==> config.mk <==
export PLATFORM = sky130hd
export DESIGN_NAME = rdt_top
export DESIGN_NICKNAME = d
export VERILOG_FILES = /design/src/shared/rdt_pkg.sv /design/src/hw/rdt_debounce.sv /design/src/hw/rdt_top.sv
export SDC_FILE = /design/constraint.sdc
export NUM_CORES = 1
export LEC_CHECK = 0
export BUFFER_PORTS_ARGS = -buffer_cell sky130_fd_sc_hd__buf_2
export CORE_MARGIN = 4
export CORE_UTILIZATION = 56
export DETAILED_ROUTE_END_ITERATION = 10
export PLACE_DENSITY = 0.85
export SKIP_CTS_REPAIR_TIMING = 1
export SYNTH_ARGS = -nofsm -noshare
export SYNTH_HDL_FRONTEND = slang
export SYNTH_SLANG_ARGS = --single-unit
==> constraint.sdc <==
create_clock -name clk -period 3.3 [get_ports clk]
set_input_delay 0.33 -clock clk [delete_from_list [all_inputs] [get_ports clk]]
set_output_delay 0.33 -clock clk [all_outputs]
set_load 0.005 [all_outputs]
==> src/shared/rdt_pkg.sv <==
// Package for the run direction terminal decoder: function codes, widths, timing.
// Assumes a single 50 MHz clock domain.
package rdt_pkg;
  localparam int unsigned N_TERM        = 5;
  localparam int unsigned CODE_W        = 7;
  localparam logic [6:0]  FN_FORWARD    = 7'h00;
  localparam logic [6:0]  FN_REVERSE    = 7'h01;
  // Output terminal function codes
  localparam logic [6:0]  OUT_RUN       = 7'h00;
  localparam logic [6:0]  OUT_ARR_CONST = 7'h01;
  localparam logic [6:0]  OUT_ARR_OVER  = 7'h02;
  localparam logic [6:0]  OUT_OVERLOAD  = 7'h03;
  localparam logic [6:0]  OUT_PID_DEV   = 7'h04;
  localparam logic [6:0]  OUT_ALARM     = 7'h05;
  localparam logic [6:0]  OUT_ANA_DISC  = 7'h06;
  localparam logic [6:0]  OUT_PID_2ND   = 7'h07;
  localparam logic [6:0]  OUT_NET_DET   = 7'h08;
  localparam logic [6:0]  OUT_LOGIC     = 7'h09;
  localparam logic [6:0]  OUT_NET_ERR   = 7'h0A;
  localparam logic [6:0]  OUT_LOW_LOAD  = 7'h2B;
  localparam int unsigned OUT_N         = 12;
  // Debounce time and derived cycles at 50 MHz
  localparam int unsigned CLK_HZ        = 50_000_000;
  localparam int unsigned DEBOUNCE_US   = 2;
  localparam int unsigned DEBOUNCE_CYC  = (DEBOUNCE_US * (CLK_HZ / 1_000_000));
  localparam int unsigned DB_CNT_W      = 8;
  typedef enum logic [1:0] {RDT_STOP = 2'b00, RDT_FWD = 2'b01, RDT_REV = 2'b10} rdt_dir_e;
endpackage

==> src/hw/rdt_debounce.sv <==
// One input terminal: two-flop synchroniser, then a stable-count debouncer.
// Assumes the terminal level is already a logic level at the pin.
`timescale 1ns/1ps
module rdt_debounce #(
  parameter int unsigned CYCLES = 100,
  parameter int unsigned CNT_W  = 8
) (
  input  wire logic clk,   // 50 MHz clock
  input  wire logic rstn,  // Async reset, active low
  input  wire logic din,   // Raw terminal level
  output logic      dout   // Debounced level
);
  logic             s1_q, s2_q, s1_d, s2_d;
  logic             out_q, out_d;
  logic [CNT_W-1:0] cnt_q, cnt_d;

  always_comb
  begin
    s1_d  = din;
    s2_d  = s1_q;
    out_d = out_q;
    cnt_d = '0;
    if (s2_q != out_q)
    begin
      // New level must hold for the full window before it is accepted
      if (cnt_q == CNT_W'(CYCLES - 1))
        out_d = s2_q;
      else
        cnt_d = cnt_q + 1'b1;
    end
  end

  always_ff @(posedge clk or negedge rstn)
  begin
    if (!rstn)
    begin
      s1_q  <= 1'b0;
      s2_q  <= 1'b0;
      out_q <= 1'b0;
      cnt_q <= '0;
    end
    else
    begin
      s1_q  <= s1_d;
      s2_q  <= s2_d;
      out_q <= out_d;
      cnt_q <= cnt_d;
    end
  end

  assign dout = out_q;
endmodule

==> src/hw/rdt_top.sv <==
// Run direction decode from five programmable input terminals, plus output terminal mux.
// Assumes terminals are static-level sources; configuration ports held stable by firmware.
//
// Function
// RQ1 - Five identical input terminals each take any function via their own select.
// RQ2 - A terminal coded forward runs the motor forward while asserted and stops it when released.
// RQ3 - A terminal coded reverse runs the motor in reverse while asserted and stops it when released.
// RQ4 - Forward and reverse asserted together give stop.
// RQ5 - A normally-closed run terminal counts as asserted when it has no voltage; with sink_logic set the code asserts it when the pin is high instead.
// RQ6 - Forward and reverse may be assigned to any of the five terminals.
// RQ7 - The keypad direction setting steers only the keypad run key, never the terminals.
// RQ8 - Run inputs are levels, so a run asserted at power-up starts the motor.
// RQ9 - The outside party activates inputs toward supply for source or toward ground for sink.
// RQ10 - The output terminal select uses the fixed twelve-entry status code map.
// RQ11 - Every terminal is synchronised and debounced before decode.
`timescale 1ns/1ps
module rdt_top
#(
  parameter int unsigned DB_CYCLES = rdt_pkg::DEBOUNCE_CYC
) (
  input  wire logic                                  clk,                        // 50 MHz clock
  input  wire logic                                  rstn,                       // Async reset, active low
  input  wire logic [rdt_pkg::N_TERM-1:0]            term_in,                    // Raw terminal levels, 1 = high
  input  wire logic                                  sink_logic,                 // 1 = sink jumper, 0 = source
  input  wire logic [rdt_pkg::N_TERM-1:0]            term_normally_closed,       // Per-terminal NC option
  input  wire logic [rdt_pkg::N_TERM*rdt_pkg::CODE_W-1:0] input_function_select, // Five 7-bit codes
  input  wire logic                                  run_command_source_param,   // 1 = terminals give run
  input  wire logic                                  keypad_run_direction_param, // 0 = fwd, 1 = rev
  input  wire logic                                  keypad_run_key,             // Keypad run level
  input  wire logic [rdt_pkg::CODE_W-1:0]            output_function_select,     // Output terminal code
  input  wire logic [rdt_pkg::OUT_N-1:0]             status_flags,               // Status in code order
  output logic                                       forward_run_cmd,            // Forward run level
  output logic                                       reverse_run_cmd,            // Reverse run level
  output logic                                       run_conflict,               // Both asserted
  output logic                                       output_terminal,            // Selected status
  output logic                                       output_code_invalid         // Unmapped output code
);
  import rdt_pkg::*;

  ////////////////////////////////////////////////////////////////////////////
  logic [N_TERM-1:0] clean;
  logic [N_TERM-1:0] active;
  logic              fw_any, rv_any;

  for (genvar i = 0; i < N_TERM; i++)
  begin : g_term
    rdt_debounce #(.CYCLES(DB_CYCLES), .CNT_W(DB_CNT_W)) u_db ( // [RQ1] [RQ11]
      .clk  (clk),
      .rstn (rstn),
      .din  (term_in[i]),
      .dout (clean[i])
    );
  end

  always_comb
  begin
    fw_any = 1'b0;
    rv_any = 1'b0;
    for (int i = 0; i < N_TERM; i++)
    begin
      // Sink: pulled to ground means on; NC inverts again
      active[i] = (clean[i] ^ sink_logic) ^ term_normally_closed[i]; // [RQ5] [RQ9]
      if (input_function_select[i*CODE_W +: CODE_W] == FN_FORWARD && active[i])
        fw_any = 1'b1; // [RQ2] [RQ6]
      if (input_function_select[i*CODE_W +: CODE_W] == FN_REVERSE && active[i])
        rv_any = 1'b1; // [RQ3] [RQ6]
    end
  end

  ////////////////////////////////////////////////////////////////////////////
  rdt_dir_e dir_q, dir_d;
  logic     conf_q, conf_d;
  logic     fwd_q, fwd_d, rev_q, rev_d;

  always_comb
  begin
    conf_d = 1'b0;
    dir_d  = RDT_STOP;
    if (run_command_source_param)
    begin
      // Pure level decode, no start edge needed, so a held run at power-up runs
      case ({fw_any, rv_any}) // [RQ8]
        2'b10:   dir_d = RDT_FWD;   // [RQ2]
        2'b01:   dir_d = RDT_REV;   // [RQ3]
        2'b11:
        begin
          dir_d  = RDT_STOP;        // [RQ4]
          conf_d = 1'b1;
        end
        default: dir_d = RDT_STOP;
      endcase
    end
    else if (keypad_run_key)
      dir_d = keypad_run_direction_param ? RDT_REV : RDT_FWD; // [RQ7]
    // Decoded ahead of the flops so the pins leave straight from registers
    fwd_d = (dir_d == RDT_FWD);
    rev_d = (dir_d == RDT_REV);
  end

  always_ff @(posedge clk or negedge rstn)
  begin
    if (!rstn)
    begin
      dir_q  <= RDT_STOP;
      conf_q <= 1'b0;
      fwd_q  <= 1'b0;
      rev_q  <= 1'b0;
    end
    else
    begin
      dir_q  <= dir_d;
      conf_q <= conf_d;
      fwd_q  <= fwd_d;
      rev_q  <= rev_d;
    end
  end

  assign forward_run_cmd = fwd_q;
  assign reverse_run_cmd = rev_q;
  assign run_conflict    = conf_q;

  ////////////////////////////////////////////////////////////////////////////
  logic out_q, out_d, inv_q, inv_d;

  always_comb
  begin
    inv_d = 1'b0;
    case (output_function_select) // [RQ10]
      OUT_RUN:       out_d = status_flags[0];
      OUT_ARR_CONST: out_d = status_flags[1];
      OUT_ARR_OVER:  out_d = status_flags[2];
      OUT_OVERLOAD:  out_d = status_flags[3];
      OUT_PID_DEV:   out_d = status_flags[4];
      OUT_ALARM:     out_d = status_flags[5];
      OUT_ANA_DISC:  out_d = status_flags[6];
      OUT_PID_2ND:   out_d = status_flags[7];
      OUT_NET_DET:   out_d = status_flags[8];
      OUT_LOGIC:     out_d = status_flags[9];
      OUT_NET_ERR:   out_d = status_flags[10];
      OUT_LOW_LOAD:  out_d = status_flags[11];
      default:
      begin
        out_d = 1'b0;
        inv_d = 1'b1;
      end
    endcase
  end

  always_ff @(posedge clk or negedge rstn)
  begin
    if (!rstn)
    begin
      out_q <= 1'b0;
      inv_q <= 1'b0;
    end
    else
    begin
      out_q <= out_d;
      inv_q <= inv_d;
    end
  end

  assign output_terminal     = out_q;
  assign output_code_invalid = inv_q;

  ////////////////////////////////////////////////////////////////////////////
  a_no_both_dirs: assert property (@(posedge clk) disable iff (!rstn) // [RQ4]
    !(forward_run_cmd && reverse_run_cmd)) else $error("both directions driven");
  a_conflict_stops: assert property (@(posedge clk) disable iff (!rstn) // [RQ4]
    (run_command_source_param && fw_any && rv_any) |=> (!forward_run_cmd && !reverse_run_cmd && run_conflict))
    else $error("conflict did not stop");
  a_fwd_follows: assert property (@(posedge clk) disable iff (!rstn) // [RQ2]
    (run_command_source_param && fw_any && !rv_any) |=> forward_run_cmd) else $error("forward not run");
  a_rev_follows: assert property (@(posedge clk) disable iff (!rstn) // [RQ3]
    (run_command_source_param && rv_any && !fw_any) |=> reverse_run_cmd) else $error("reverse not run");
  a_release_stops: assert property (@(posedge clk) disable iff (!rstn) // [RQ2]
    (run_command_source_param && !fw_any && !rv_any) |=> (!forward_run_cmd && !reverse_run_cmd))
    else $error("release did not stop");
  a_keypad_no_term: assert property (@(posedge clk) disable iff (!rstn) // [RQ7]
    (run_command_source_param && $past(run_command_source_param) && $changed(keypad_run_direction_param)
      && $stable(fw_any) && $stable(rv_any))
      |=> $stable(dir_q)) else $error("keypad direction leaked to terminals");
  a_nc_open_runs: assert property (@(posedge clk) disable iff (!rstn) // [RQ5]
    (run_command_source_param && term_normally_closed[0] && !sink_logic && !clean[0]
      && input_function_select[CODE_W-1:0] == FN_FORWARD && !rv_any) |=> forward_run_cmd)
    else $error("nc open not running");
  a_out_mux_alarm: assert property (@(posedge clk) disable iff (!rstn) // [RQ10]
    (output_function_select == OUT_ALARM) |=> (output_terminal == $past(status_flags[5])))
    else $error("alarm code misrouted");
  a_out_mux_lowload: assert property (@(posedge clk) disable iff (!rstn) // [RQ10]
    (output_function_select == OUT_LOW_LOAD) |=> (output_terminal == $past(status_flags[11])))
    else $error("low load code misrouted");
endmodule

==> impl_metrics.toml <==
[outcome]
status = "finished, final reports clean"

[placement]
pre_cts_slack_ps = 1570
numPortBuffers = 74
gp_congestion = 0.796
hpwlAfterDp_um = 4420

[sta]
fin_tns_setup_ps = 0
hold_slack_ps = 95.3
clock.fmax_mhz = 592
skew_ps = 11.9
tightest_slew_ps = 478
post-route-min-period_ps = 1690
setup_viol = 0
final_max_slew_viol_count = 0
slew_headroom = 0.682
final.period_utilization = 0.512
hold_viol = 0
rsz0062_at_grt = "false"
fin_ws_ps = 1610

[floorplanning]
die-area_sq_um = 6290
die_w_um = 79.3
rows = 25
core_sq_um = 4820
die_h_um = 79.3
num_io_pins = 75
start_util = 0.591

[synth]
synth_top_area_share = 0.527
ys_warn_count = 0
synth_area_leaders = "dfrtp_1 (53%), nor2_1 (7.2%), xor2_1 (6.2%), xnor2_1 (5.5%), nand3_1 (4.0%)"
synth_ff_type = "dfrtp_1"
async_flop_share = 1.00
syn-mean-instance-area_sq_um = 10.9
yosys.area.top_type = "dfrtp_1"
netlist_top_cells_count = "dfrtp_1 (60), nor2_1 (55), nand3_1 (23), xor2_1 (20)"
syn_nets = 337
synth_area_sq_um = 2850
ys_seq_elements = 60
synth-edff-count = 0
yosysMostFrequentCell = "dfrtp_1"
seq_area_frac_synth = 0.527
synthCells = 262
ys_types = 38

[critical_path]
reg2reg_setup_slack_ps = 1610
crit_fanout = 8
r2r-start = "g_term[0].u_db.cnt_q[4]$_DFF_PN0_"
reg2reg_to = "g_term[0].u_db.cnt_q[5]$_DFF_PN0_"
slowest_delay_ps = 540
crit_chain = "or4b_1 > nor3_1 > or2_1 > nor2_1"
critPathRequiredTime_ps = 3510
worst_path_max_delay_cell = "or4b_1"
cp-end-kind = "register"
critical_path_class = "reg -> reg"
arrival_ps = 1900
reg2reg_depth = 4
crit_path_start_kind = "register"

[power_and_ir_drop]
pwr_density_cell_nw_per_um2 = 442
clkPwrFrac = 0.405
combPwrFrac = 0.089
sw_frac_of_total = 0.238
vdd_drop_max_mv = 0.304
p_sw_mw = 0.366
power.leakage_nw = 1.68
intPower_mw = 1.17
seqPwrFrac = 0.505

[hold_path]
min_from = "term_in[3]"
worstHoldEndpoint = "g_term[3].u_db.s1_q$_DFF_PN0_"
hp-class = "in -> reg"
hold_depth = 1

[clocking]
cts_max_path_buffers = 2
htreeDepth = 3
cts.sinks = 60
insertion_delay_ps = 340
clockRootBuffer = "clkbuf_8"
cts_buffers = 9
tritoncts = "yes"
path_clk_slew_ps = 70

[grt]
grt_pass1_wl_um = 9550
grt_usage = 0.201
grt_overflow = 0
antenna_found_initial = 0
grt_pass1_vias = 2170
grt_max_degree = 40

[cells_and_area]
n_antenna_cell = 0
drive_gt1_frac = 0.282
nNetsFinal = 421
area_delta_synth_final_pct = 22.3

[routing]
antenna_left = 0
drc_errors = 0
wire_per_inst_um = 13.8
drt_iter0_drc = 53
drt_wl_total_um = 5770
vias = 2136
drt-pass1-iter-count = 4
via_per_inst = 5.11

[flow_run]
cap_violations = 0
logic make-up (layout without fill, tap and decap cells):
group           count (synthesis)  count (layout)  synth area share
mux                             9               9            0.0426
xor+xnor                       42              42             0.148
simple gates                  130             130             0.225
compound gates                 11              11            0.0259
flops                          60              60             0.527
buf+inv                         5              94            0.0101
fa+ha+maj                       5               5            0.0220
registers in the layout, indices dropped and copies added, names as in the netlist:
register,cells
g_term.u_db.s1_q,5
g_term.u_db.s2_q,5
g_term.u_db.cnt_q,40
output_code_invalid,1
reverse_run_cmd,1
run_conflict,1
output_terminal,1
g_term.u_db.dout,5
forward_run_cmd,1
area by class of cell:
cell class                 instances  area, sq um
fill                             374         1340
timing repair buffer              76          388
tap                               67         83.8
multi-input combinational        197         1320
sequential                        60         1500
clock inverter                     5         52.6
clock buffer                      11          131
inverter                           2         7.51
per-stage QoR:
step | utilization | total power, mW | instance area, sq um | std cells
2_1_floorplan | - | 0.853 | 2850 | 262
3_5_place_dp | 0.683 | 0.928 | 3290 | 401
4_1_cts | 0.721 | 1.55 | 3470 | 417
5_1_grt | 0.723 | 1.61 | 3480 | 418
3_3_place_gp | 0.683 | 0.924 | 3290 | 401
6_report | 0.723 | 1.54 | 3480 | 418
placed cells by master, fill, tap and decap left out, types with 3 or more instances in the layout:
cell type,n
buf_2,74
dfrtp_1,60
nor2_1,55
nand3_1,23
xor2_1,20
nand2_1,18
xnor2_1,18
clkbuf_8,9
nor4_1,6
and3_1,5
nor3_1,5
nand4_1,5
mux2_2,5
ha_1,5
a21oi_1,3
xor3_1,3
clkinv_2,3
power groups by stage:
stage	clock, mW	sequential (mW)	combinational (mW)
after global routing	0.675	0.780	0.155
after global placement	0	0.790	0.134
after floorplan	0	0.787	0.0655
final	0.624	0.778	0.138
after detailed placement	0	0.791	0.137
after CTS	0.631	0.778	0.138
worst max-delay path by stage:
stage	from	to	slack, ps	cells past startpoint
5_1_grt	g_term[0].u_db.cnt_q[4]$_DFF_PN0_	g_term[0].u_db.cnt_q[5]$_DFF_PN0_	1500	4
3_3_place_gp	sink_logic	forward_run_cmd$_DFF_PN0_	1580	6
3_5_place_dp	sink_logic	forward_run_cmd$_DFF_PN0_	1570	6
4_1_cts	g_term[0].u_db.cnt_q[3]$_DFF_PN0_	g_term[0].u_db.cnt_q[5]$_DFF_PN0_	1590	4
2_1_floorplan	g_term[0].u_db.cnt_q[4]$_DFF_PN0_	g_term[0].u_db.dout$_DFFE_PN0P_	1770	3
6_report	g_term[0].u_db.cnt_q[4]$_DFF_PN0_	g_term[0].u_db.cnt_q[5]$_DFF_PN0_	1610	4
critical path, delay by kind of cell (launching register included):
family / cells / cell delay [ps]
flops: 1 / 410
simple gates: 4 / 1160
routing by layer:
metal  part of all wire  GRT usage
met1               0.44      0.247
met5                  0          0
met2               0.49      0.324
met4              0.014     0.0825
met3              0.053     0.0669
No activity file was read; power rests on OpenSTA's default activity.
